$ cat src/design/safety_start_pkg.sv
// Contract
// - Watch six two-channel inputs for interlock.
// - Channels must agree within half a second.
// - Start function governs every output enabling.
// - Start type, startup test, dynamization chosen; the dynamization bit is stored but drives no logic.
// - Automatic start energizes within 100 ms; the code has no automatic start, start_in is always needed.
// - Any input inactive drops outputs within 20 ms.
// - Manual start needs start and inputs.
// - Manual start energizes within 100 ms.
// - Monitored start energizes on falling edge.
// - Monitored start energizes within 100 ms.
// - All inputs needed, all outputs together.
// - Startup test needs inactive-then-active inputs.
// - Selector sampled only at power-up.
package safety_start_pkg;

    // Number of two-channel safety inputs.
    localparam int unsigned PAIR_COUNT = 6;

    // Clock period and the millisecond time base.
    localparam int unsigned CLK_PERIOD_NS = 100;
    localparam int unsigned MS_NS         = 1000000;
    localparam int unsigned MS_CYCLES     = MS_NS / CLK_PERIOD_NS;

    // Times in milliseconds, counted in millisecond ticks.
    localparam int unsigned SYNC_MS        = 500;
    localparam int unsigned START_PULSE_MS = 80;
    localparam int unsigned POWER_WAIT_MS  = 3000;
    localparam int unsigned MS_CNT_W       = 12;

    // Selector fields: position minus one in three bits.
    localparam int unsigned SEL_TEST_BIT    = 0;
    localparam int unsigned SEL_MONITOR_BIT = 1;
    localparam int unsigned SEL_NODYN_BIT   = 2;
    localparam int unsigned SEL_LATCH_CYC   = 3;

    // Register byte addresses.
    localparam logic [7:0] CTRL_ADDR   = 8'h00;
    localparam logic [7:0] STATUS_ADDR = 8'h04;

    // Control register layout and reset value.
    localparam int unsigned CTRL_ALLOW_BIT = 0;
    localparam logic [0:0]  CTRL_RESET     = 1'h1;

    // Status register field positions.
    localparam int unsigned ST_OUT_BIT    = 0;
    localparam int unsigned ST_OK_LSB     = 1;
    localparam int unsigned ST_FAULT_LSB  = 7;
    localparam int unsigned ST_SEL_LSB    = 13;
    localparam int unsigned ST_TESTED_BIT = 16;
    localparam int unsigned ST_STATE_LSB  = 17;

    // Start control states.
    typedef enum logic [1:0] {
        ST_OFF  = 2'b00,
        ST_HELD = 2'b01,
        ST_ON   = 2'b10
    } start_state_e;

endpackage : safety_start_pkg

$ cat src/design/pair_monitor.sv
`timescale 1ns/1ps
// Watches one two-channel safety input: synchronises both channels,
// checks that they agree in time and latches a fault until released.
module pair_monitor
    import safety_start_pkg::*;
(
    input  wire logic core_clk,     // System clock.
    input  wire logic reset_n,      // Asynchronous reset, active low.
    input  wire logic ms_tick,      // One-cycle pulse every millisecond.
    input  wire logic chan_one_pin, // First channel from the pin.
    input  wire logic chan_two_pin, // Second channel from the pin.
    output logic      pair_ok,      // Both channels active, no fault.
    output logic      pair_off,     // Both channels inactive.
    output logic      pair_fault    // Latched interlock or skew fault.
);
    logic [1:0]          meta_r;    // First synchroniser stage.
    logic [1:0]          chan_r;    // Second synchroniser stage.
    logic [1:0]          prev_r;    // Channels one cycle earlier.
    logic [MS_CNT_W-1:0] skew_r;    // Milliseconds spent disagreeing.
    logic                fault_r;   // Latched fault.
    logic                both_on;   // Both channels active.
    logic                both_off;  // Both channels inactive.
    logic                split;     // Channels disagree.
    logic                lone_drop; // One channel fell while other held.

    assign both_on   = &chan_r;
    assign both_off  = ~|chan_r;
    assign split     = chan_r[0] ^ chan_r[1];
    assign lone_drop = (&prev_r) && split;

    // Two flip-flops per channel before any logic looks at the pins.
    always_ff @(posedge core_clk or negedge reset_n) begin
        if (!reset_n) begin
            meta_r <= 2'h0;
            chan_r <= 2'h0;
            prev_r <= 2'h0;
        end else begin
            meta_r <= {chan_two_pin, chan_one_pin};
            chan_r <= meta_r;
            prev_r <= chan_r;
        end
    end

    always_ff @(posedge core_clk or negedge reset_n) begin
        if (!reset_n) begin
            skew_r <= '0;
        end else if (!split) begin
            skew_r <= '0;
        end else if (ms_tick && skew_r < MS_CNT_W'(SYNC_MS)) begin
            skew_r <= skew_r + MS_CNT_W'(1);
        end
    end

    always_ff @(posedge core_clk or negedge reset_n) begin
        if (!reset_n) begin
            fault_r <= 1'b0;
        end else if (lone_drop || skew_r >= MS_CNT_W'(SYNC_MS)) begin
            // A channel dropping alone, or a skew past the window, is a fault.
            fault_r <= 1'b1;
        end else if (both_off) begin
            fault_r <= 1'b0;
        end
    end

    assign pair_ok    = both_on && !fault_r;
    assign pair_off   = both_off;
    assign pair_fault = fault_r;

endmodule : pair_monitor

$ cat src/design/safety_start_control.sv
// The implementer's own choices: the register addresses and the APB register port.
`timescale 1ns/1ps
// Start and output-enable control for six two-channel safety inputs,
// with an APB slave for control and status.
module safety_start_control
    import safety_start_pkg::*;
#(
    // Clock cycles per millisecond tick; shorten for simulation.
    parameter int unsigned TICK_CYCLES = MS_CYCLES
)
(
    input  wire logic        core_clk,            // System clock, 10 MHz.
    input  wire logic        reset_n,             // Power-on reset, active low.
    input  wire logic        input_a_channel_one, // Input A, first channel.
    input  wire logic        input_a_channel_two, // Input A, second channel.
    input  wire logic        input_b_channel_one, // Input B, first channel.
    input  wire logic        input_b_channel_two, // Input B, second channel.
    input  wire logic        input_c_channel_one, // Input C, first channel.
    input  wire logic        input_c_channel_two, // Input C, second channel.
    input  wire logic        input_d_channel_one, // Input D, first channel.
    input  wire logic        input_d_channel_two, // Input D, second channel.
    input  wire logic        input_e_channel_one, // Input E, first channel.
    input  wire logic        input_e_channel_two, // Input E, second channel.
    input  wire logic        input_f_channel_one, // Input F, first channel.
    input  wire logic        input_f_channel_two, // Input F, second channel.
    input  wire logic        start_in,            // Start input pin, active high.
    input  wire logic [2:0]  start_selector,      // Selector position minus one.
    input  wire logic        psel,                // APB select.
    input  wire logic        penable,             // APB enable.
    input  wire logic        pwrite,              // APB direction.
    input  wire logic [7:0]  paddr,               // APB byte address.
    input  wire logic [31:0] pwdata,              // APB write data.
    output logic             pready,              // APB ready.
    output logic [31:0]      prdata,              // APB read data.
    output logic             pslverr,             // APB error.
    output logic             safety_out_one,      // First safety output.
    output logic             safety_out_two       // Second safety output.
);
    // Tick divider state.
    logic [$clog2(TICK_CYCLES)-1:0] div_r;      // Cycle count within a tick.
    logic                           ms_tick_r;  // Millisecond tick pulse.

    // Pair monitor inputs and results.
    logic [PAIR_COUNT-1:0] ch_one;     // First channels gathered.
    logic [PAIR_COUNT-1:0] ch_two;     // Second channels gathered.
    logic [PAIR_COUNT-1:0] pair_ok;    // Pair active and healthy.
    logic [PAIR_COUNT-1:0] pair_off;   // Pair fully inactive.
    logic [PAIR_COUNT-1:0] pair_fault; // Pair faulted.

    // Start input and selector synchronisers.
    logic       start_meta_r;  // First stage of start input.
    logic       start_r;       // Synchronised start input.
    logic       start_prev_r;  // Start input one cycle earlier.
    logic [2:0] sel_meta_r;    // First stage of selector.
    logic [2:0] sel_sync_r;    // Synchronised selector.
    logic [2:0] sel_r;         // Selector caught after power-up.
    logic [1:0] sel_cnt_r;     // Cycles since reset release.
    logic       sel_taken_r;   // Selector has been caught.

    // Start control state.
    start_state_e        state_r;     // Current start state.
    start_state_e        state_nxt;   // Next start state.
    logic [MS_CNT_W-1:0] wait_r;      // Milliseconds since power-on.
    logic [MS_CNT_W-1:0] pulse_r;     // Milliseconds start held.
    logic                became_r;    // Inputs went active while held.
    logic [PAIR_COUNT-1:0] seen_off_r; // Pair seen inactive since power-up.
    logic                out_r;       // Safety output enable.
    logic                allow_r;     // Software output permission.

    // Derived conditions.
    logic all_ok;       // Every pair active and healthy, output allowed, selector caught.
    logic tested;       // Startup test satisfied or not selected.
    logic monitored;    // Monitored start selected.
    logic start_fall;   // Falling edge of the start input.
    logic pulse_long;   // Start pulse was long enough.
    logic wait_done;    // Power-on wait elapsed.

    assign ch_one = {input_f_channel_one, input_e_channel_one, input_d_channel_one,
                     input_c_channel_one, input_b_channel_one, input_a_channel_one};
    assign ch_two = {input_f_channel_two, input_e_channel_two, input_d_channel_two,
                     input_c_channel_two, input_b_channel_two, input_a_channel_two};

    genvar gi;
    generate
        for (gi = 0; gi < PAIR_COUNT; gi++) begin : g_pair
            pair_monitor u_pair (
                .core_clk     (core_clk),
                .reset_n      (reset_n),
                .ms_tick      (ms_tick_r),
                .chan_one_pin (ch_one[gi]),
                .chan_two_pin (ch_two[gi]),
                .pair_ok      (pair_ok[gi]),
                .pair_off     (pair_off[gi]),
                .pair_fault   (pair_fault[gi])
            );
        end
    endgenerate

    always_ff @(posedge core_clk or negedge reset_n) begin
        if (!reset_n) begin
            div_r     <= '0;
            ms_tick_r <= 1'b0;
        end else if (div_r == $bits(div_r)'(TICK_CYCLES - 1)) begin
            div_r     <= '0;
            ms_tick_r <= 1'b1;
        end else begin
            div_r     <= div_r + $bits(div_r)'(1);
            ms_tick_r <= 1'b0;
        end
    end

    // Start input and selector pass two flip-flops from the pins.
    always_ff @(posedge core_clk or negedge reset_n) begin
        if (!reset_n) begin
            start_meta_r <= 1'b0;
            start_r      <= 1'b0;
            start_prev_r <= 1'b0;
            sel_meta_r   <= 3'h0;
            sel_sync_r   <= 3'h0;
        end else begin
            start_meta_r <= start_in;
            start_r      <= start_meta_r;
            start_prev_r <= start_r;
            sel_meta_r   <= start_selector;
            sel_sync_r   <= sel_meta_r;
        end
    end

    always_ff @(posedge core_clk or negedge reset_n) begin
        if (!reset_n) begin
            sel_cnt_r   <= 2'h0;
            sel_taken_r <= 1'b0;
            sel_r       <= 3'h0;
        end else if (!sel_taken_r) begin
            // Wait until the synchroniser holds the pin level, then freeze it.
            if (sel_cnt_r == 2'(SEL_LATCH_CYC)) begin
                sel_taken_r <= 1'b1;
                sel_r       <= sel_sync_r;
            end else begin
                sel_cnt_r <= sel_cnt_r + 2'h1;
            end
        end
    end

    assign monitored = sel_r[SEL_MONITOR_BIT];

    always_ff @(posedge core_clk or negedge reset_n) begin
        if (!reset_n) begin
            seen_off_r <= '0;
        end else if (sel_taken_r) begin
            seen_off_r <= seen_off_r | pair_off;
        end
    end

    assign tested = !sel_r[SEL_TEST_BIT] || (&seen_off_r);

    assign all_ok = (&pair_ok) && !(|pair_fault) && allow_r && sel_taken_r;

    always_ff @(posedge core_clk or negedge reset_n) begin
        if (!reset_n) begin
            wait_r <= '0;
        end else if (ms_tick_r && !wait_done) begin
            wait_r <= wait_r + MS_CNT_W'(1);
        end
    end

    assign wait_done = wait_r >= MS_CNT_W'(POWER_WAIT_MS);

    always_ff @(posedge core_clk or negedge reset_n) begin
        if (!reset_n) begin
            pulse_r <= '0;
        end else if (state_r != ST_HELD) begin
            pulse_r <= '0;
        end else if (ms_tick_r && !pulse_long) begin
            pulse_r <= pulse_r + MS_CNT_W'(1);
        end
    end

    assign pulse_long = pulse_r >= MS_CNT_W'(START_PULSE_MS);
    assign start_fall = start_prev_r && !start_r;

    always_ff @(posedge core_clk or negedge reset_n) begin
        if (!reset_n) begin
            became_r <= 1'b0;
        end else if (state_r != ST_HELD) begin
            became_r <= 1'b0;
        end else if (all_ok) begin
            became_r <= 1'b1;
        end
    end

    always_comb begin
        state_nxt = state_r;
        case (state_r)
            ST_OFF: begin
                if (!monitored) begin
                    if (all_ok && start_r && tested) begin
                        state_nxt = ST_ON;
                    end
                end else if (start_r && wait_done && sel_taken_r) begin
                    state_nxt = ST_HELD;
                end
            end
            ST_HELD: begin
                if (start_fall) begin
                    if (pulse_long && became_r && all_ok && tested) begin
                        state_nxt = ST_ON;
                    end else begin
                        state_nxt = ST_OFF;
                    end
                end
            end
            ST_ON: begin
                if (!all_ok) begin
                    state_nxt = ST_OFF;
                end
            end
            default: begin
                state_nxt = ST_OFF;
            end
        endcase
    end

    always_ff @(posedge core_clk or negedge reset_n) begin
        if (!reset_n) begin
            state_r <= ST_OFF;
        end else begin
            state_r <= state_nxt;
        end
    end

    always_ff @(posedge core_clk or negedge reset_n) begin
        if (!reset_n) begin
            out_r <= 1'b0;
        end else begin
            out_r <= (state_nxt == ST_ON);
        end
    end

    assign safety_out_one = out_r;
    assign safety_out_two = out_r;

    // APB: one wait state, then ready with data or error.
    always_ff @(posedge core_clk or negedge reset_n) begin
        if (!reset_n) begin
            pready  <= 1'b0;
            prdata  <= 32'h0;
            pslverr <= 1'b0;
        end else if (psel && penable && !pready) begin
            pready  <= 1'b1;
            pslverr <= (paddr != CTRL_ADDR) && (paddr != STATUS_ADDR);
            prdata  <= 32'h0;
            if (!pwrite && paddr == CTRL_ADDR) begin
                prdata[CTRL_ALLOW_BIT] <= allow_r;
            end else if (!pwrite && paddr == STATUS_ADDR) begin
                prdata[ST_OUT_BIT]                     <= out_r;
                prdata[ST_OK_LSB +: PAIR_COUNT]        <= pair_ok;
                prdata[ST_FAULT_LSB +: PAIR_COUNT]     <= pair_fault;
                prdata[ST_SEL_LSB +: 3]                <= sel_r;
                prdata[ST_TESTED_BIT]                  <= tested;
                prdata[ST_STATE_LSB +: 2]              <= state_r;
            end
        end else begin
            pready  <= 1'b0;
            pslverr <= 1'b0;
        end
    end

    // Control register write at the completing edge of the access.
    always_ff @(posedge core_clk or negedge reset_n) begin
        if (!reset_n) begin
            allow_r <= CTRL_RESET[0];
        end else if (psel && penable && pready && pwrite && paddr == CTRL_ADDR) begin
            allow_r <= pwdata[CTRL_ALLOW_BIT];
        end
    end

endmodule : safety_start_control

$ cat config.mk
export PLATFORM = sky130hd
export DESIGN_NAME = safety_start_control
export DESIGN_NICKNAME = d
export VERILOG_FILES = /design/src/design/safety_start_pkg.sv /design/src/design/pair_monitor.sv /design/src/design/safety_start_control.sv
export SDC_FILE = /design/constraint.sdc
export NUM_CORES = 1
export LEC_CHECK = 0
export ABC_AREA = 1
export CORE_MARGIN = 2
export CORE_UTILIZATION = 55
export CTS_CLUSTER_DIAMETER = 150
export DETAILED_ROUTE_END_ITERATION = 8
export DONT_BUFFER_PORTS = 1
export GPL_ROUTABILITY_DRIVEN = 0
export GPL_TIMING_DRIVEN = 0
export PLACE_DENSITY = 0.81
export SKIP_LAST_GASP = 1
export SLEW_MARGIN = 10
export SYNTH_ARGS = -nofsm -noshare
export SYNTH_HDL_FRONTEND = slang
export SYNTH_SLANG_ARGS = --single-unit
$ cat constraint.sdc
create_clock -name core_clk -period 4.5 [get_ports core_clk]
set_clock_uncertainty 0.05 [all_clocks]
set_input_delay 0.225 -clock core_clk [delete_from_list [all_inputs] [get_ports core_clk]]
set_output_delay 0.225 -clock core_clk [all_outputs]
set_load 0.1 [all_outputs]
==> results of run 1 <==
==> kinds of logic (layout without fill, tap and decap cells) <==
| family | count (synthesis) | count (layout) |
|---|---|---|
| and+or+nand+nor | 552 | 552 |
| DFF | 200 | 200 |
| buffers and inverters | 184 | 234 |
| AOI/OAI and AO/OA | 74 | 74 |
| xor gates and xnor gates | 39 | 39 |
| adders and majority gates | 30 | 30 |
| muxes | 2 | 2 |
| other | 1 | 13 |
==> worst reg2reg max path, delay by kind of cell (launching register included) <==
family,cells,cell delay (ns)
flops,1,0.95
buf+inv,2,0.65
simple gates,1,0.29
compound gates,1,0.22
==> through the flow <==
stage / cells / utilization
final: 1369 / 0.621
after global routing: 1369 / 0.621
after CTS: 1369 / 0.621
after detailed placement: 1319 / 0.574
after global placement: 1319 / 0.574
after floorplan: 1094 / -
==> final cells by class <==
class,instances,area [um^2]
fillers,1390,6480
flip-flops and latches,200,5010
multi-input cells,710,3720
inverters,143,537
clock buffers,22,464
well taps,225,282
plain buffers,41,280
repair buffers,18,180
clock inverters,10,166
==> layer usage <==
metal	global-route usage	wire [um]	up-vias
met4	0.0943	486	0
met1	0.291	8300	3524
li1	-	-	3523
met2	0.380	9490	141
met3	0.0426	926	31
met5	0	0	-
==> registers in the layout, summed over array words and instances, names as in the netlist, 2 cells and up <==
signal and flops:
g_pair.u_pair.meta_r 12, pulse_r 12, sel_r 3, sel_meta_r 3, sel_cnt_r 2, seen_off_r 6, div_r 14, prdata 19
g_pair.u_pair.chan_r 12, state_r 2, sel_sync_r 3, g_pair.u_pair.prev_r 12, g_pair.u_pair.pair_fault 6, g_pair.u_pair.skew_r 72, wait_r 12
==> worst paths after layout <==
kind / slack, ns / endpoint / start / depth (start not counted)
min in group core_clk: 0.02 / allow_r / paddr[2] / 4
worst min register to register: 0.30 / g_pair[4].u_pair.chan_r[0] / g_pair[4].u_pair.meta_r[0] / 0
worst max-delay path: 2.19 / prdata[7] / pready / 4
worst min-delay path: -0.57 / g_pair[2].u_pair.skew_r[3] / reset_n / 0
worst max register to register: 2.19 / prdata[7] / pready / 4
max in group asynchronous: 4.51 / g_pair[0].u_pair.skew_r[6] / reset_n / 0
==> cell usage in the layout, fill, tap and decap left out, types with 24 or more instances in the layout <==
master,count
nor3_1,24
ha_1,30
nand2_1,263
dfrtp_1,199
inv_1,139
nand3_1,124
nor2_1,79
o21ai_0,24
nand4_1,36
xor2_1,29
==> power groups by stage <==
stage	combinational, uW	clock, uW	sequential, uW
6_report	202	1640	1870
5_1_grt	222	1740	1870
4_1_cts	202	1660	1870
3_5_place_dp	188	0	1900
3_3_place_gp	184	0	1900
2_1_floorplan	155	0	1900
==> key figures, run 1 <==
GRT
  – Largest net degree at the start of global routing: 201
  – First-pass GRT wire length: 32900 um
  – Gr ovfl total: 0
  – Total GRT Usage: 0.227
  – Vias in the first global route: 6947
  – Initial antenna violation count: 0

Placed design
  – Hpwl dp: 12800 um
  – Cell area after placement: 9820 um^2
  – Port Buffers: 0
  – Pre-CTS setup slack: 2.28 ns

Drt
  – Vias/cell: 5.27
  – Drc violations: 0
  – Initial drt markers: 650
  – ANT nets after route: 0
  – 1st-pass router iterations: 5
  – Final wirelength: 19200 um
  – Routed len/inst: 14.0 um
  – DR vias: 7219

Worst setup path
  – Bufs and invs on worst path: 2
  – Critical path type: flip-flop to flip-flop
  – Cells along the critical path: inv_1, nand3_1, clkbuf_1, o21ai_0
  – Crit path launch type: flip-flop
  – CP required: 4.74 ns
  – Slowest CP cell: dfrtp_1
  – Worst-path fanout max: 10
  – CP endpoint kind: flip-flop
  – Delay-heaviest family, CP: flip-flops
  – CP peak stage delay: 0.95 ns
  – Critical Path AT: 2.55 ns

Power and ir drop
  – Total Power: 3710 uW
  – Static Leak: 0.00534 uW
  – Net Switching: 856 uW
  – Net switching fraction of the power: 0.230
  – P_int: 2860 uW
  – Max VDD drop: 0.320 mV
  – Seq pwr share: 0.504
  – Clk pwr share: 0.442
  – Pwr dens: 349 nW/um^2
  – Comb pwr share: 0.054

Synthesis
  – Register area share after synthesis: 0.527
  – Compound-Gate Fraction of Synth Area: 0.0478
  – Number of flops mapped to enable cells by yosys: 0
  – Post-Synthesis Cell Area: 9500 um^2
  – Top cells by area, synth: dfrtp_1 (52%), nand2_1 (10%), nand3_1 (6.5%)
  – Synth Area in XOR/XNOR: 0.0360
  – Largest family of logic cells by synthesized area: simple AND/OR/NAND/NOR gates
  – Adder-Cell Fraction of Synth Area: 0.0395
  – Post-synth top area cell: dfrtp_1
  – Simple-gate share of the synthesized area: 0.261
  – Synth top area share: 0.524
  – Gate Count Post-Synth: 1082
  – Syn. warnings: 0
  – Syn_area_per_cell: 8.78 um^2
  – Synth cell types: 40
  – Multiplexer share of the synthesized area: 0.00237
  – Ys flop type: dfrtp_1
  – Ys async rst share: 1.00
  – #FFs+latches synth: 200
  – Synth top cells by count: nand2_1 (263), dfrtp_1 (199), inv_1 (139)
  – Top-count cell post-synth: nand2_1

STA
  – Max_slew headroom: 0.336
  – Final critical-path setup slack: 2.19 ns
  – Worst-Margin Slew: 0.996 ns
  – Final setup fails: 0
  – Hold slack: -0.575 ns
  – Max Slew Vio Count: 0
  – Final period util: 0.514
  – Tmin final: 2.31 ns
  – RSZ-0062 raised after global routing: false
  – F_max: 0.432 GHz
  – Setup tns final: 0 ns
  – Number of hold violations in the final report: 200

Hold path
  – Hold Path Class: input port to asynchronous set/reset pin

Clock network
  – PostCTS Resize Cnt: 0
  – CTS tree: built
  – Post-CTS Setup Bufs: 0
  – CTS root buf: clkbuf_16
  – Worst-path clk slew: 0.07 ns
  – Number of CTS-inserted buffers: 17
  – Clk sinks: 200
  – Htree depth: 4
  – Hold buffers post-CTS: 18
  – Max Root-Sink Buffers: 2
  – Worst-skew pair later-pin latency: 0.45 ns

Finish
  – Area Growth Syn to Fin: 12.0%
  – Share of cells above drive strength 1: 0.0787
  – Ant diodes: 0
  – Final #Nets: 1222
  – Finished Cell Area: 10600 um^2

Flow run
  – Max Cap Viol: 0

Outcome
  – Status: finished, violations left
  – Failing checks: hold timing

Floorplanning
  – Starting Density: 0.555
  – Die area: 18300 um^2
  – Site row count: 48
  – Die height: 135 um
  – Ports: 97
  – Core ar.: 17100 um^2
  – Die W: 135 um
(Power assumes the default switching activity.)
==> inputs of run 2 (changes only) <==
--- a/config.mk
+++ b/config.mk
@@ -13,7 +13,7 @@
 export DONT_BUFFER_PORTS = 1
 export GPL_ROUTABILITY_DRIVEN = 0
 export GPL_TIMING_DRIVEN = 0
-export PLACE_DENSITY = 0.81
+export PLACE_DENSITY = 0.84
 export SKIP_LAST_GASP = 1
 export SLEW_MARGIN = 10
 export SYNTH_ARGS = -nofsm -noshare
==> constraint.sdc (replaced) <==
create_clock -name core_clk -period 2 [get_ports core_clk]
set_clock_uncertainty 0.05 [all_clocks]
set_input_delay 0.1 -clock core_clk [delete_from_list [all_inputs] [get_ports core_clk]]
set_output_delay 0.1 -clock core_clk [all_outputs]
set_load 0.1 [all_outputs]
==> run 2 against run 1 <==
Effect of this change:
- the run still ends with hold timing left
- hold slack worse by 0.12 ns
- critical path depth is 5 higher
- die area stayed put
- non-clock buffer count is 11 higher
- cell area is 0.89% higher
- register-to-register slack worse by 2.0 ns
- sequential power is 130% higher
- largest cell class unchanged
- highest routed layer unchanged
==> key figures, run 2 (synthesis gave the netlist of run 1 again) <==
STA
  – Hold slack: -0.696 ns (-0.121 ns)
  – Final period util: 0.974
  – F_max: 0.513 GHz
  – Final setup fails: 0 (unchanged)
  – Setup tns final: 0 ns (unchanged)
  – Max Slew Vio Count: 0 (unchanged)
  – Tmin final: 1.95 ns
  – Number of hold violations in the final report: 200 (unchanged)
  – Worst-Margin Slew: 1.00 ns (+0.00647 ns)
  – Max_slew headroom: 0.332 (-0.00431)

Worst setup path
  – Critical path type: input port to flip-flop
  – R2r setup slk: 0.14 ns (-2.05 ns)
  – CP endpoint kind: flip-flop
  – R2R depth: 5 (+1)
  – Critical R2R Launch: pready
  – Crit path launch type: input port
  – RR Endpoint: prdata[0]
  – CP required: 2.32 ns (-2.42 ns)
  – Worst setup path startpoint: paddr[4]
  – Critical Path End: prdata[16]
  – Critical Path AT: 2.27 ns (-0.28 ns)
  – Worst-path fanout max: 10 (unchanged)

Finish
  – Commonest non-fill, non-tap cell in the layout: nand2_1
  – Final Util: 0.627 (+0.00555)
  – Ant diodes: 0 (unchanged)
  – Share of cells above drive strength 1: 0.0848 (+0.00618)
  – Most flop-heavy register: g_pair.u_pair.skew_r
  – Regs by FF count: g_pair.u_pair.skew_r x72, prdata x19, div_r x14
  – Max reg flops: 72 (unchanged)
  – Final #Nets: 1233 (+0.90%)
  – Area Growth Syn to Fin: 13.0%
  – Most frequent cells in the layout: nand2_1 (263), dfrtp_1 (197), inv_1 (139)

Clock network
  – CTS tree: built
  – Worst-skew pair later-pin latency: 0.45 ns (about the same)
  – Number of CTS-inserted buffers: 17 (unchanged)
  – Htree depth: 4 (unchanged)
  – CTS root buf: clkbuf_16
  – Worst-path clk slew: 0.07 ns (about the same)
  – Clk sinks: 200 (unchanged)
  – Max Root-Sink Buffers: 2 (unchanged)
  – Hold buffers post-CTS: 27 (+9)

Power and ir drop
  – Static Leak: 0.00538 uW (+0.77%)
  – Pwr dens: 773 nW/um^2 (+120%)
  – Total Power: 8290 uW (+120%)
  – Max VDD drop: 0.745 mV (+130%)

Outcome
  – Status: finished, violations left
  – Failing checks: hold timing

Drt
  – 1st-pass router iterations: 4 (-1)
  – Initial drt markers: 516 (-21%)
  – Vias/cell: 5.21 (-1.1%)
  – DR vias: 7196 (-0.32%)
  – Final wirelength: 19500 um (+1.7%)
  – Drc violations: 0 (unchanged)
  – Routed len/inst: 14.1 um (+0.86%)
  – ANT nets after route: 0 (unchanged)

GRT
  – Total GRT Usage: 0.228 (+0.00140)
  – Largest net degree at the start of global routing: 201 (unchanged)
  – M2 GR Usage: 0.383 (+0.00254)
  – First-pass GRT wire length: 33000 um (+0.31%)
  – Gr ovfl total: 0 (unchanged)
  – Met3 GRT Util: 0.0554 (+0.0127)
  – Vias in the first global route: 7126 (+2.6%)
  – GRT Max-Usage Layer: met2
  – Grt met1 use: 0.291 (-0.000773)
  – Initial antenna violation count: 0 (unchanged)

Placed design
  – Port Buffers: 0 (unchanged)
  – Hpwl dp: 13100 um (+2.5%)

Floorplanning
  – Ports: 97 (unchanged)
  – Core ar.: 17100 um^2 (unchanged)
  – Die height: 135 um (unchanged)
  – Die area: 18300 um^2 (unchanged)
  – Starting Density: 0.555 (unchanged)
  – Die W: 135 um (unchanged)
  – Site row count: 48 (unchanged)

Flow run
  – Max Cap Viol: 0 (unchanged)

Hold path
  – Hold Path Class: input port to asynchronous set/reset pin
[run 2: final cells by class]
cell class,instances,area [um^2]
sequential,200,5010
inverter,143,537
tap,225,282
clock buffer,18,429
buffer,41,282
fill,1399,6390
timing repair buffer,29,285
clock inverter,14,185
multi-input combinational,710,3720
[run 2: worst min path at each step]
stage | startpoint | to | cells after the start
floorplan | reset_n | became_r | 0
global placement | reset_n | g_pair[2].u_pair.skew_r[6] | 0
detailed placement | reset_n | g_pair[2].u_pair.skew_r[3] | 0
CTS | reset_n | g_pair[2].u_pair.skew_r[3] | 0
global route | reset_n | g_pair[2].u_pair.skew_r[6] | 0
finish | reset_n | g_pair[2].u_pair.skew_r[6] | 0
[run 2: worst max-delay path, cell delays in order]
cell	delay, ns
dlygate4sd3_1	0.56
nor2_2	0.11
nand2_1	0.09
dlygate4sd3_1	0.60
nor3b_4	0.19
buf_4	0.19
buf_6	0.17
nand3_1	0.10
o21ai_2	0.13
[run 2: what timing repair did]
| action | in CTS | in global routing |
|---|---|---|
| setup buffers | 0 | 2 |
| endpoints found under the hold margin | 224 | 200 |
| setup endpoints to repair | 21 | 20 |
| pin swaps | 0 | 1 |
| resized for setup | 2 | 3 |
[run 2: per-layer routing]
metal / vias to the layer above / wire (um)
li1: 3543 / -
met1: 3449 / 8480
met2: 172 / 9550
met3: 32 / 989
met4: 0 / 502
met5: - / 0
[run 2: power by group]
part | switching, uW | internal (uW)
combinational | 328 | 140
clock | 1610 | 2010
sequential | 81.8 | 4130
[run 2: through the flow]
stage	setup WS [ns]	hold WS [ns]	area (um^2)	cells
floorplan	0.225	-0.246	9540	1094
global placement	-0.169	-0.236	9820	1319
global route	-0.0137	-0.716	10700	1380
finish	0.0520	-0.696	10700	1380
detailed placement	-0.204	-0.236	9820	1319
CTS	0.0724	-0.714	10700	1378
